<file path="config.mk">
export PLATFORM = sky130hd
export DESIGN_NAME = rsc_reset_ctrl
export DESIGN_NICKNAME = d
export VERILOG_FILES = /design/src/core/rsc_reset_ctrl.v
export VERILOG_INCLUDE_DIRS = /design/src /design/src/include
export SDC_FILE = /design/constraint.sdc
export NUM_CORES = 1
export LEC_CHECK = 0
export BUFFER_PORTS_ARGS = -buffer_cell sky130_fd_sc_hd__buf_4
export CORE_UTILIZATION = 25
export CTS_CLUSTER_DIAMETER = 100
export DETAILED_ROUTE_END_ITERATION = 8
export SLEW_MARGIN = 20
export SYNTH_ARGS = -nofsm -noshare
export SYNTH_HDL_FRONTEND = slang
export SYNTH_SLANG_ARGS = --single-unit
export TNS_END_PERCENT = 20
</file>
<file path="constraint.sdc">
create_clock -name pclk -period 2.7 [get_ports pclk]
set_clock_uncertainty 0.2 [all_clocks]
set_input_delay 0 -clock pclk [delete_from_list [all_inputs] [get_ports pclk]]
set_output_delay 0 -clock pclk [all_outputs]
set_load 0.02 [all_outputs]
</file>
<file path="src/include/rsc_regs.vh">
`ifndef RSC_REGS_VH
`define RSC_REGS_VH
// register byte addresses; printed offsets are not all multiples of four, so index*4
`define RSC_IDX_MONCTL     12'hfc6
`define RSC_IDX_MONMODE    12'hfc7
`define RSC_IDX_CAUSE      12'hfcc
`define RSC_IDX_SYSCFG     12'hfde
`define RSC_IDX_KEY        12'hfdf
`define RSC_IDX_STAT       12'hfe0
`define RSC_ADDR_MONCTL    14'h3f18
`define RSC_ADDR_MONMODE   14'h3f1c
`define RSC_ADDR_CAUSE     14'h3f30
`define RSC_ADDR_SYSCFG    14'h3f78
`define RSC_ADDR_KEY       14'h3f7c
`define RSC_ADDR_STAT      14'h3f80
// key codes
`define RSC_KEY_RSTDIS     8'hb2
`define RSC_KEY_MAP        8'hd4
`define RSC_KEY_CLR        8'h71
// cause register bit positions
`define RSC_B_WDT          0
`define RSC_B_CLK          1
`define RSC_B_DET1         2
`define RSC_B_DET2         3
`define RSC_B_TRIMRST      4
`define RSC_B_TRIMBAD      5
`define RSC_B_FLASH        6
`define RSC_B_FCLR         7
// reset values
`define RSC_RST_BYTE       8'h00
// warm-up time in cycles of the high-frequency clock (plain default)
`define RSC_WARMUP_CYC     16384
`endif

</file>
<file path="src/core/rsc_reset_ctrl.v">
// The APB interface to the registers was chosen for this implementation.
`timescale 1ns/1ns
`include "rsc_regs.vh"
module rsc_reset_ctrl #(
	parameter WARMUP_CYC = `RSC_WARMUP_CYC
) (
	// clock, reset, enable
	input  wire        pclk,
	input  wire        presetn,
	input  wire        clk_en,
	// apb slave
	input  wire        psel,
	input  wire        penable,
	input  wire        pwrite,
	input  wire [13:0] paddr,
	input  wire [31:0] pwdata,
	output reg  [31:0] prdata,
	output reg         pready,
	output reg         pslverr,
	// reset sources
	input  wire        por_active,
	input  wire        wdt_overflow,
	input  wire        clk_deadlock,
	input  wire        flash_standby_access,
	input  wire        trim_corrupt,
	input  wire        det1_below,
	input  wire        det2_below,
	// trim load from non-volatile store
	input  wire        trim_load_done,
	input  wire        trim_load_bad,
	// shared pin
	input  wire        shared_reset_port_pin_i,
	input  wire        port_out_val,
	output reg         shared_reset_port_pin_o,
	output reg         shared_reset_port_pin_oe,
	// outputs to system
	output reg         core_reset_n,
	output reg         warmup_active,
	output reg         trim_load_req,
	output reg         low_voltage_irq,
	output reg         ram_map_sel,
	output reg         vector_map_sel
);

// =============================================================
// state and storage
// =============================================================
localparam ST_RESET  = 2'd0;
localparam ST_WARMUP = 2'd1;
localparam ST_RUN    = 2'd2;

reg  [1:0]  state_ff;
reg  [1:0]  nxt_state;
reg  [15:0] wcnt_ff;
reg  [15:0] nxt_wcnt;
reg  [1:0]  hard_sync_ff;
reg  [6:0]  cause_ff;
reg  [6:0]  nxt_cause;
reg         fclr_ff;
reg         rstdis_wr_ff;
reg         rstdis_act_ff;
reg         rarea_wr_ff;
reg         rvctr_wr_ff;
reg         rarea_act_ff;
reg         rvctr_act_ff;
reg  [1:0]  lvl1_ff;
reg  [1:0]  lvl2_ff;
reg         det1f_ff;
reg         det2f_ff;
reg  [3:0]  supply_monitor_mode_ctrl_ff;
reg         soft_int_ff;
reg         pin_dir_ff;
reg         por_seen_ff;

wire wr_acc = psel & penable & pwrite;
wire rd_acc = psel & penable & ~pwrite;
wire [7:0] wbyte = pwdata[7:0];

// detector reset requests, gated by enable and reset mode; detector 2 is also gated by detector 1 enable (bit 0)
wire det1_rst = supply_monitor_mode_ctrl_ff[0] & supply_monitor_mode_ctrl_ff[1] & det1_below;
wire det2_rst = supply_monitor_mode_ctrl_ff[2] & supply_monitor_mode_ctrl_ff[3] & supply_monitor_mode_ctrl_ff[0] & det2_below;
wire trim_rst = trim_corrupt & (state_ff == ST_RUN);
wire int_rst  = wdt_overflow | clk_deadlock | flash_standby_access
	| trim_rst | det1_rst | det2_rst;

// pin acts as reset input unless port function was activated
wire pin_is_reset = ~rstdis_act_ff;
// hard reset: power-on or pin low, ORed
wire hard_rst = por_active | (pin_is_reset & ~shared_reset_port_pin_i);
wire hard_held = hard_sync_ff[1];

// =============================================================
// reset release synchroniser
// =============================================================
// hard reset is level-synchronised; release seen two edges late
always @(posedge pclk or negedge presetn) begin
	if (!presetn) begin
		hard_sync_ff <= 2'b11;
	end else if (clk_en) begin
		hard_sync_ff <= {hard_sync_ff[0], hard_rst};
	end
end

// =============================================================
// warm-up sequencer
// =============================================================
// any reset cause returns to ST_RESET, which zeroes the counter
always @* begin
	nxt_state = state_ff;
	nxt_wcnt  = wcnt_ff;
	case (state_ff)
	ST_RESET: begin
		nxt_wcnt = 16'h0000;
		if (!hard_held && !int_rst && !soft_int_ff) begin
			nxt_state = ST_WARMUP;
		end
	end
	ST_WARMUP: begin
		if (hard_held || int_rst) begin
			nxt_state = ST_RESET;
			nxt_wcnt  = 16'h0000;
		end else if (wcnt_ff == WARMUP_CYC[15:0] - 16'h0001) begin
			nxt_state = ST_RUN;
		end else begin
			nxt_wcnt = wcnt_ff + 16'h0001;
		end
	end
	ST_RUN: begin
		// software-triggered reset re-runs warm-up and the trim load
		if (hard_held || int_rst || soft_int_ff) begin
			nxt_state = ST_RESET;
		end
	end
	default: begin
		nxt_state = ST_RESET;
	end
	endcase
end

always @(posedge pclk or negedge presetn) begin
	if (!presetn) begin
		state_ff <= ST_RESET;
		wcnt_ff  <= 16'h0000;
	end else if (clk_en) begin
		state_ff <= nxt_state;
		wcnt_ff  <= nxt_wcnt;
	end
end

// =============================================================
// cause flags
// =============================================================
// flags are cleared only by hard reset or keyed clear; set wins over keyed clear, hard reset wins over set
always @* begin
	nxt_cause = cause_ff;
	if (wr_acc && paddr == `RSC_ADDR_KEY && wbyte == `RSC_KEY_CLR && fclr_ff) begin
		nxt_cause = 7'h00;
	end
	if (wdt_overflow) nxt_cause[`RSC_B_WDT] = 1'b1;
	if (clk_deadlock) nxt_cause[`RSC_B_CLK] = 1'b1;
	if (det1_rst) nxt_cause[`RSC_B_DET1] = 1'b1;
	if (det2_rst) nxt_cause[`RSC_B_DET2] = 1'b1;
	if (trim_rst) nxt_cause[`RSC_B_TRIMRST] = 1'b1;
	if (flash_standby_access) nxt_cause[`RSC_B_FLASH] = 1'b1;
	if (state_ff == ST_WARMUP && trim_load_done && trim_load_bad) begin
		nxt_cause[`RSC_B_TRIMBAD] = 1'b1;
	end
	if (hard_held) nxt_cause = 7'h00;
end

// internal resets never clear the flags
always @(posedge pclk or negedge presetn) begin
	if (!presetn) begin
		cause_ff <= 7'h00;
	end else if (clk_en) begin
		cause_ff <= nxt_cause;
	end
end

// =============================================================
// apb register writes
// =============================================================
// syscfg and clear-enable values drop on any reset, detector settings on hard reset; activated disable only on power-on
always @(posedge pclk or negedge presetn) begin
	if (!presetn) begin
		fclr_ff       <= 1'b0;
		rstdis_wr_ff  <= 1'b0;
		rstdis_act_ff <= 1'b0;
		rarea_wr_ff   <= 1'b0;
		rvctr_wr_ff   <= 1'b0;
		rarea_act_ff  <= 1'b0;
		rvctr_act_ff  <= 1'b0;
		lvl1_ff       <= 2'b00;
		lvl2_ff       <= 2'b00;
		det1f_ff      <= 1'b0;
		det2f_ff      <= 1'b0;
		supply_monitor_mode_ctrl_ff      <= 4'h0;
		soft_int_ff   <= 1'b0;
		pin_dir_ff    <= 1'b0;
		por_seen_ff   <= 1'b1;
	end else if (clk_en) begin
		por_seen_ff <= por_active;
		soft_int_ff <= 1'b0;
		if (por_seen_ff) begin
			rstdis_act_ff <= 1'b0;
		end
		if (state_ff != ST_RUN) begin
			fclr_ff      <= 1'b0;
			rstdis_wr_ff <= 1'b0;
			rarea_wr_ff  <= 1'b0;
			rvctr_wr_ff  <= 1'b0;
			pin_dir_ff   <= 1'b0;
		end else if (wr_acc) begin
			if (paddr == `RSC_ADDR_CAUSE) begin
				fclr_ff <= wbyte[`RSC_B_FCLR];
			end else if (paddr == `RSC_ADDR_SYSCFG) begin
				rstdis_wr_ff <= wbyte[0];
				rarea_wr_ff  <= wbyte[1];
				rvctr_wr_ff  <= wbyte[2];
				pin_dir_ff   <= wbyte[3];
			end else if (paddr == `RSC_ADDR_KEY) begin
				// other codes ignored
				if (wbyte == `RSC_KEY_RSTDIS && !por_seen_ff) begin
					rstdis_act_ff <= rstdis_wr_ff;
				end else if (wbyte == `RSC_KEY_MAP) begin
					rarea_act_ff <= rarea_wr_ff;
					rvctr_act_ff <= rvctr_wr_ff;
				end else if (wbyte == `RSC_KEY_CLR && fclr_ff) begin
					fclr_ff <= 1'b0;
				end
			end else if (paddr == `RSC_ADDR_MONCTL) begin
				lvl1_ff <= wbyte[1:0];
				lvl2_ff <= wbyte[5:4];
				if (!wbyte[3]) det1f_ff <= 1'b0;
				if (!wbyte[7]) det2f_ff <= 1'b0;
			end else if (paddr == `RSC_ADDR_MONMODE) begin
				supply_monitor_mode_ctrl_ff <= wbyte[3:0];
			end else if (paddr == `RSC_ADDR_STAT && wbyte[0]) begin
				soft_int_ff <= 1'b1; // software-triggered internal reset
			end
		end
		// detector flags: set wins over software clear
		if (supply_monitor_mode_ctrl_ff[0] && det1_below) det1f_ff <= 1'b1;
		if (supply_monitor_mode_ctrl_ff[2] && det2_below) det2f_ff <= 1'b1;
		// detector settings drop on hard reset only
		if (hard_held) begin
			lvl1_ff  <= 2'b00;
			lvl2_ff  <= 2'b00;
			det1f_ff <= 1'b0;
			det2f_ff <= 1'b0;
			supply_monitor_mode_ctrl_ff <= 4'h0;
		end
	end
end

// =============================================================
// apb read and response
// =============================================================
// zero-wait slave; unmapped addresses answer pslverr
always @(posedge pclk or negedge presetn) begin
	if (!presetn) begin
		prdata  <= 32'h0000_0000;
		pready  <= 1'b0;
		pslverr <= 1'b0;
	end else if (clk_en) begin
		pready  <= psel & ~penable;
		pslverr <= 1'b0;
		prdata  <= 32'h0000_0000;
		if (psel && !penable) begin
			if (paddr == `RSC_ADDR_CAUSE) begin
				prdata <= {25'h0, cause_ff}; // bit 7 reads zero
			end else if (paddr == `RSC_ADDR_MONCTL) begin
				prdata <= {24'h0, det2f_ff, det2_below & supply_monitor_mode_ctrl_ff[2], lvl2_ff,
					det1f_ff, det1_below & supply_monitor_mode_ctrl_ff[0], lvl1_ff};
			end else if (paddr == `RSC_ADDR_MONMODE) begin
				prdata <= {28'h0, supply_monitor_mode_ctrl_ff};
			end else if (paddr == `RSC_ADDR_SYSCFG) begin
				prdata <= {28'h0, pin_dir_ff, rvctr_wr_ff, rarea_wr_ff, rstdis_wr_ff};
			end else if (paddr == `RSC_ADDR_KEY) begin
				prdata <= {29'h0, rvctr_act_ff, rarea_act_ff, rstdis_act_ff};
			end else if (paddr == `RSC_ADDR_STAT) begin
				prdata <= {30'h0, state_ff};
			end else begin
				pslverr <= 1'b1;
			end
		end
	end
end

// =============================================================
// system outputs
// =============================================================
// pin as port is open-drain: drive low only, never high
always @(posedge pclk or negedge presetn) begin
	if (!presetn) begin
		core_reset_n             <= 1'b0;
		warmup_active            <= 1'b0;
		trim_load_req            <= 1'b0;
		low_voltage_irq          <= 1'b0;
		ram_map_sel              <= 1'b0;
		vector_map_sel           <= 1'b0;
		shared_reset_port_pin_o  <= 1'b0;
		shared_reset_port_pin_oe <= 1'b0;
	end else if (clk_en) begin
		core_reset_n    <= (nxt_state == ST_RUN);
		warmup_active   <= (nxt_state == ST_WARMUP);
		trim_load_req   <= (nxt_state == ST_WARMUP);
		low_voltage_irq <= (supply_monitor_mode_ctrl_ff[0] & ~supply_monitor_mode_ctrl_ff[1] & det1_below)
			| (supply_monitor_mode_ctrl_ff[2] & ~supply_monitor_mode_ctrl_ff[3] & det2_below);
		ram_map_sel     <= rarea_act_ff;
		vector_map_sel  <= rvctr_act_ff;
		shared_reset_port_pin_o  <= 1'b0;
		shared_reset_port_pin_oe <= rstdis_act_ff & pin_dir_ff & ~port_out_val;
	end
end

endmodule // rsc_reset_ctrl

</file>
==> results of run 1 <==
==> stage by stage <==
| stage | cells | hold WS, ps |
|---|---|---|
| 3_5_place_dp | 628 | -50.5 |
| 4_1_cts | 667 | 18.3 |
| 3_3_place_gp | 628 | -61.8 |
| 2_1_floorplan | 424 | -496 |
| 5_1_grt | 667 | 74.2 |
| 6_report | 667 | 34.8 |
==> cell type report <==
cell class | instances | area (µm²)
clock buffers | 13 | 260
clock inverters | 3 | 65.1
fillers | 1539 | 9780
inverters | 9 | 33.8
multi-input cells | 311 | 2000
flip-flops and latches | 63 | 1580
well taps | 184 | 230
repair buffers | 84 | 688
==> cells in the mapped netlist (all sizes together) (6+ instances only) <==
master,count
o2bb2ai,11
nor3,8
inv,8
nor4,6
buf,32
nand2,27
clkbuf,9
nand4,16
nor2b,6
and2,7
o21ai,19
a22o,11
mux2,6
nand3,10
and3,10
and4,7
dfrtp,60
nor2,32
nand2b,8
nor3b,6
o211ai,9
a21oi,11
==> kinds of logic after synthesis <==
family                   count (synthesis)  synth area share (%)
other                                    1                0.0988
AO/OA/AOI/OAI                          103                  20.0
flip-flops                              63                  41.7
adder cells (fa/ha/maj)                  1                 0.330
AND/OR/NAND/NOR                        165                  25.6
XOR/XNOR                                 8                  1.85
buffers and inverters                   50                  7.92
multiplexers                             9                  2.57
==> path summary, 6_finish.rpt <==
path                              from      endpoint  slack (ps)
max                           paddr[2]   cause_ff[4]         230
min                           paddr[3]     prdata[2]          30
max reg2reg                state_ff[0]    wcnt_ff[3]         400
min reg2reg                    fclr_ff       fclr_ff         270
max in group asynchronous      presetn  rarea_act_ff        1670
min in group asynchronous      presetn   wcnt_ff[12]         100
==> state kept, by name, summed over array words and instances, names as in the netlist, 2 cells and up <==
name	cells
wcnt_ff	16
lvl1_ff	2
hard_sync_ff	2
state_ff	2
supply_monitor_mode_ctrl_ff	4
cause_ff	7
lvl2_ff	2
prdata	8
==> power breakdown <==
part	internal, mW	leakage [nW]	total, mW	switching (mW)
clock	0.857	0.160	1.27	0.415
sequential	0.963	0.865	0.979	0.0159
combinational	0.101	1.03	0.253	0.152
==> layer usage <==
| layer | share of wire, % | wire [µm] | global-route usage, % |
|---|---|---|---|
| met5 | 0 | 0 | 0 |
| met4 | 1.4 | 161 | 3.95 |
| met3 | 4.6 | 507 | 3.81 |
| met2 | 50 | 5570 | 24.8 |
| met1 | 44 | 4900 | 18.5 |
==> worst register-to-register path, cell delays in order, from the launching register on <==
cell	delay (ps)
dfrtp_1	510
nor2b_1	300
and4_1	450
nand2_1	180
or4_1	500
nand3_1	90
==> reports/qor.csv, run 1 <==
metric,value,unit
clk buf depth,2,
dpl hpwl,8.13,mm
placed inst area,4310,µm²
post-synth design cell area,3790,µm²
chip height,125,µm
"Hold-fix buffers, CTS",23,
Avg Inst Size Synth,9.48,µm²
utilization after layout,33.2,%
gr usage total,14.7,%
grt total ovfl,0,
Slew @ Worst Pin,806,ps
CP bufs+invs,2,
Post-CTS Setup Repair Bufs,0,
CP cell instances,"dlygate4sd3_1, buf_4, nand3b_1, or4_1, nor4_1, o21ai_1, a32o_1",
core region area,14600,µm²
CTS tree,built,
synth warn,0,
RSZ-0062 raised after global routing,no,
critical setup path kind,primary input to flop,
Vias,3486,
leading area contributor after synthesis,dfrtp_1,
ranking of synthesized cells by area,"dfrtp_1 40%, buf_4 5.3%, nor2_1 3.2%",
"Data required, critical path",2730,ps
Synth Register Bits,63,
peak fanout along the critical path,19,
"Data arrival, critical path",2490,ps
# diodes,0,
vias per cell,5.23,
num ports,105,
clock latency on the worst-skew pair,340,ps
drt drc,0,
path length in cells of the critical path,7,
Final setup viols,0,
"commonest non-fill, non-tap cell in the layout",buf_4,
worst vdd ir,0.000326,V
power per cell area,515,nW/µm²
"antenna viol nets, final",0,
Synth Flop Type,dfrtp_1,
pre-CTS WS,428,ps
FP Rows,44,
drt first pass iters,6,
crit share post-route,91.4,%
hold depth,5,
R2R cell count,5,
Hold Crit Class,primary input to flop,
Final Cell Area,4860,µm²
first-pass GRT wire length,18.0,mm
CTS H-tree lvls,3,
Tmin final,2470,ps
Tot Pwr,2.50,mW
vias in the first global route,3427,
largest net degree at the start of global routing,64,
starting density of the core,25.9,%
Mapped Cells,400,
"Seq/Total Area, Yosys",41.7,%
Sink Count,63,
"commonest cells after routing, fill and taps aside","61 x buf_4, 60 x dfrtp_1, 32 x nor2_1, 27 x nand2_1, 25 x conb_1",
area grow syn2layout,28.1,%
library cells used by synthesis,62,
Worst Setup End Kind,flop,
"Reg clk slew, reported paths",50,ps
Iter 0 DRT Violations,224,
Die Wd,125,µm
DR WL/cell,16.7,µm
IO Port Bufs,55,
Leak,2.06,nW
Synth top area share,39.6,%
max incr delay on CP,530,ps
final WL,11.1,mm
"Slowest-stage cell, CP",dlygate4sd3_1,
Sum Neg Setup Slack,0,ps
fraction of layout cells with a size suffix above 1,18.8,%
initial antenna violation count,0,
Root Buffer,clkbuf_16,
Max Cap Viol,0,
total CTS buffers,9,
Achievable Freq,405,MHz
"EDFF count, synth",0,
async set-reset flop share out of synthesis,100,%
Hold Fails Final Rpt,0,
worst setup margin,233,ps
status,completed,
fin. max-slew vios,0,
routability cong.,0.861,
# nets final,542,
Post-CTS Resized,0,
Critical Path Start Type,primary input,
max_slew headroom,46.3,%
die area,15700,µm²
CP top delay family,simple AND/OR/NAND/NOR gates,
Note: power is estimated with default switching activity, not from simulation.
==> run 2: changes to the inputs <==
- SETUP_SLACK_MARGIN: not set -> 0.5
==> run 2 against run 1 <==
- register-to-register slack improved by 140 ps
- clock-buffer cell count is the same
- largest cell class unchanged
- critical path type is now flop to flop
- largest power group unchanged
- via count fell by 0.32%
==> reports/qor.csv, run 2 (synthesis gave the netlist of run 1 again) <==
metric,value,unit
status,completed,
Sink Count,63,
worst reg-to-reg setup slack,540,ps
CTS H-tree lvls,3,
Tmin final,2160,ps
crit share post-route,79.9,%
clock latency on the worst-skew pair,330,ps
Hold Fails Final Rpt,0,
Leak,2.08,nW
core region area,14600,µm²
# nets final,546,
vias in the first global route,3420,
Hold Crit Class,primary input to flop,
FP Rows,44,
fraction of layout cells with a size suffix above 1,19.7,%
"commonest cells after routing, fill and taps aside","65 x buf_4, 60 x dfrtp_1, 32 x nor2_1, 27 x nand2_1, 25 x conb_1",
"Reg clk slew, reported paths",60,ps
Tot Pwr,2.50,mW
initial antenna violation count,0,
power per cell area,511,nW/µm²
CTS tree,built,
total CTS buffers,9,
WL met1,4.95,mm
IO Port Bufs,55,
"Data arrival, critical path",2230,ps
dpl hpwl,8.13,mm
critical setup path kind,flop to flop,
Max Cap Viol,0,
CP top delay family,simple AND/OR/NAND/NOR gates,
max_slew headroom,45.5,%
RSZ-0062 raised after global routing,yes,
Top Layer Used,met4,
"Slowest-stage cell, CP",dfrtp_1,
# diodes,0,
max FFs per register,16,
met2 WL,5.58,mm
path length in cells of the critical path,5,
chip height,125,µm
"commonest non-fill, non-tap cell in the layout",buf_4,
area grow syn2layout,29.0,%
Met3 Routed Length,575,µm
Worst Setup End Kind,flop,
reg2reg end,wcnt_ff[3],
first-pass GRT wire length,17.9,mm
num ports,105,
"antenna viol nets, final",0,
fin. max-slew vios,0,
Vias,3475,
Root Buffer,clkbuf_16,
routability cong.,0.861,
largest net degree at the start of global routing,64,
clk buf depth,2,
max incr delay on CP,510,ps
DR WL/cell,16.7,µm
die area,15700,µm²
reg-to-reg critical path startpoint,state_ff[0],
drt first pass iters,7,
Iter 0 DRT Violations,247,
"Data required, critical path",2770,ps
R2R cell count,5,
largest reg by FF count,wcnt_ff,
Die Wd,125,µm
Sum Neg Setup Slack,0,ps
utilization after layout,33.4,%
gr usage total,14.6,%
final WL,11.2,mm
Regs by FF count,"wcnt_ff: 16 flops, prdata: 8 flops, cause_ff: 7 flops",
drt drc,0,
CP bufs+invs,0,
CP cell instances,"nor2b_1, and4_4, nand2_1, or4_1, nand3_1",
worst vdd ir,0.000321,V
peak fanout along the critical path,9,
starting density of the core,25.9,%
CP Capture Point,wcnt_ff[3],
grt total ovfl,0,
Slew @ Worst Pin,818,ps
Final setup viols,0,
vias per cell,5.18,
Critical Path Start Type,flop,
Critical Path Source,state_ff[0],
Achievable Freq,463,MHz
-- run 2: cell count changes in the layout (fill, tap and decap cells not counted), sizes merged --
cell	before	now
buf	61	65
-- run 2: layer usage --
| layer | global-route usage, % | up-vias |
|---|---|---|
| met5 | 0 | - |
| met4 | 3.80 | 0 |
| met3 | 3.85 | 13 |
| met2 | 24.6 | 118 |
| met1 | 18.5 | 1706 |
| li1 | - | 1638 |
-- run 2: cell type report --
cell class | count | area (µm²)
Sequential cell | 63 | 1580
Clock buffer | 13 | 260
Inverter | 9 | 33.8
Multi-Input combinational cell | 311 | 2010
Timing Repair Buffer | 88 | 718
Fill cell | 1530 | 9750
Clock inverter | 3 | 65.1
Tap cell | 184 | 230
-- run 2: worst min-delay path by stage --
stage               startpoint          end  slack, ps  cells past startpoint
floorplan              presetn  cause_ff[0]       -500                      0
global placement       presetn   wcnt_ff[3]        -60                      1
detailed placement     presetn  wcnt_ff[14]        -50                      1
CTS                   paddr[2]    prdata[0]          7                      3
global route          paddr[2]    prdata[0]         60                      3
finish                paddr[2]    prdata[0]         30                      3
-- run 2: worst register-to-register path, delay by kind of cell, from the launching register on --
kind          cells  cell delay [ps]
flops             1              510
simple gates      5             1380
-- run 2: where the power goes --
part           internal [mW]  total (mW)  switching (mW)
logic                  0.101       0.253           0.152
clock network          0.857        1.27           0.413
registers              0.963       0.979          0.0157
-- run 2: per-stage QoR --
step	area, µm²	hold WS, ps	std cells	setup slack [ps]
CTS	4860	6.67	667	511
detailed placement	4310	-50.5	628	428
global route	4890	62.2	671	431
finish	4890	28.5	671	542
global placement	4310	-61.8	628	488
floorplan	3880	-496	424	786
-- run 2: repair_timing --
action,CTS,global route
gates resized for setup,2,0
endpoints found under the hold margin,102,0
pin swaps,0,1
hold buffers,23,0
setup buffers,0,4
endpoints found under the setup margin,1,11
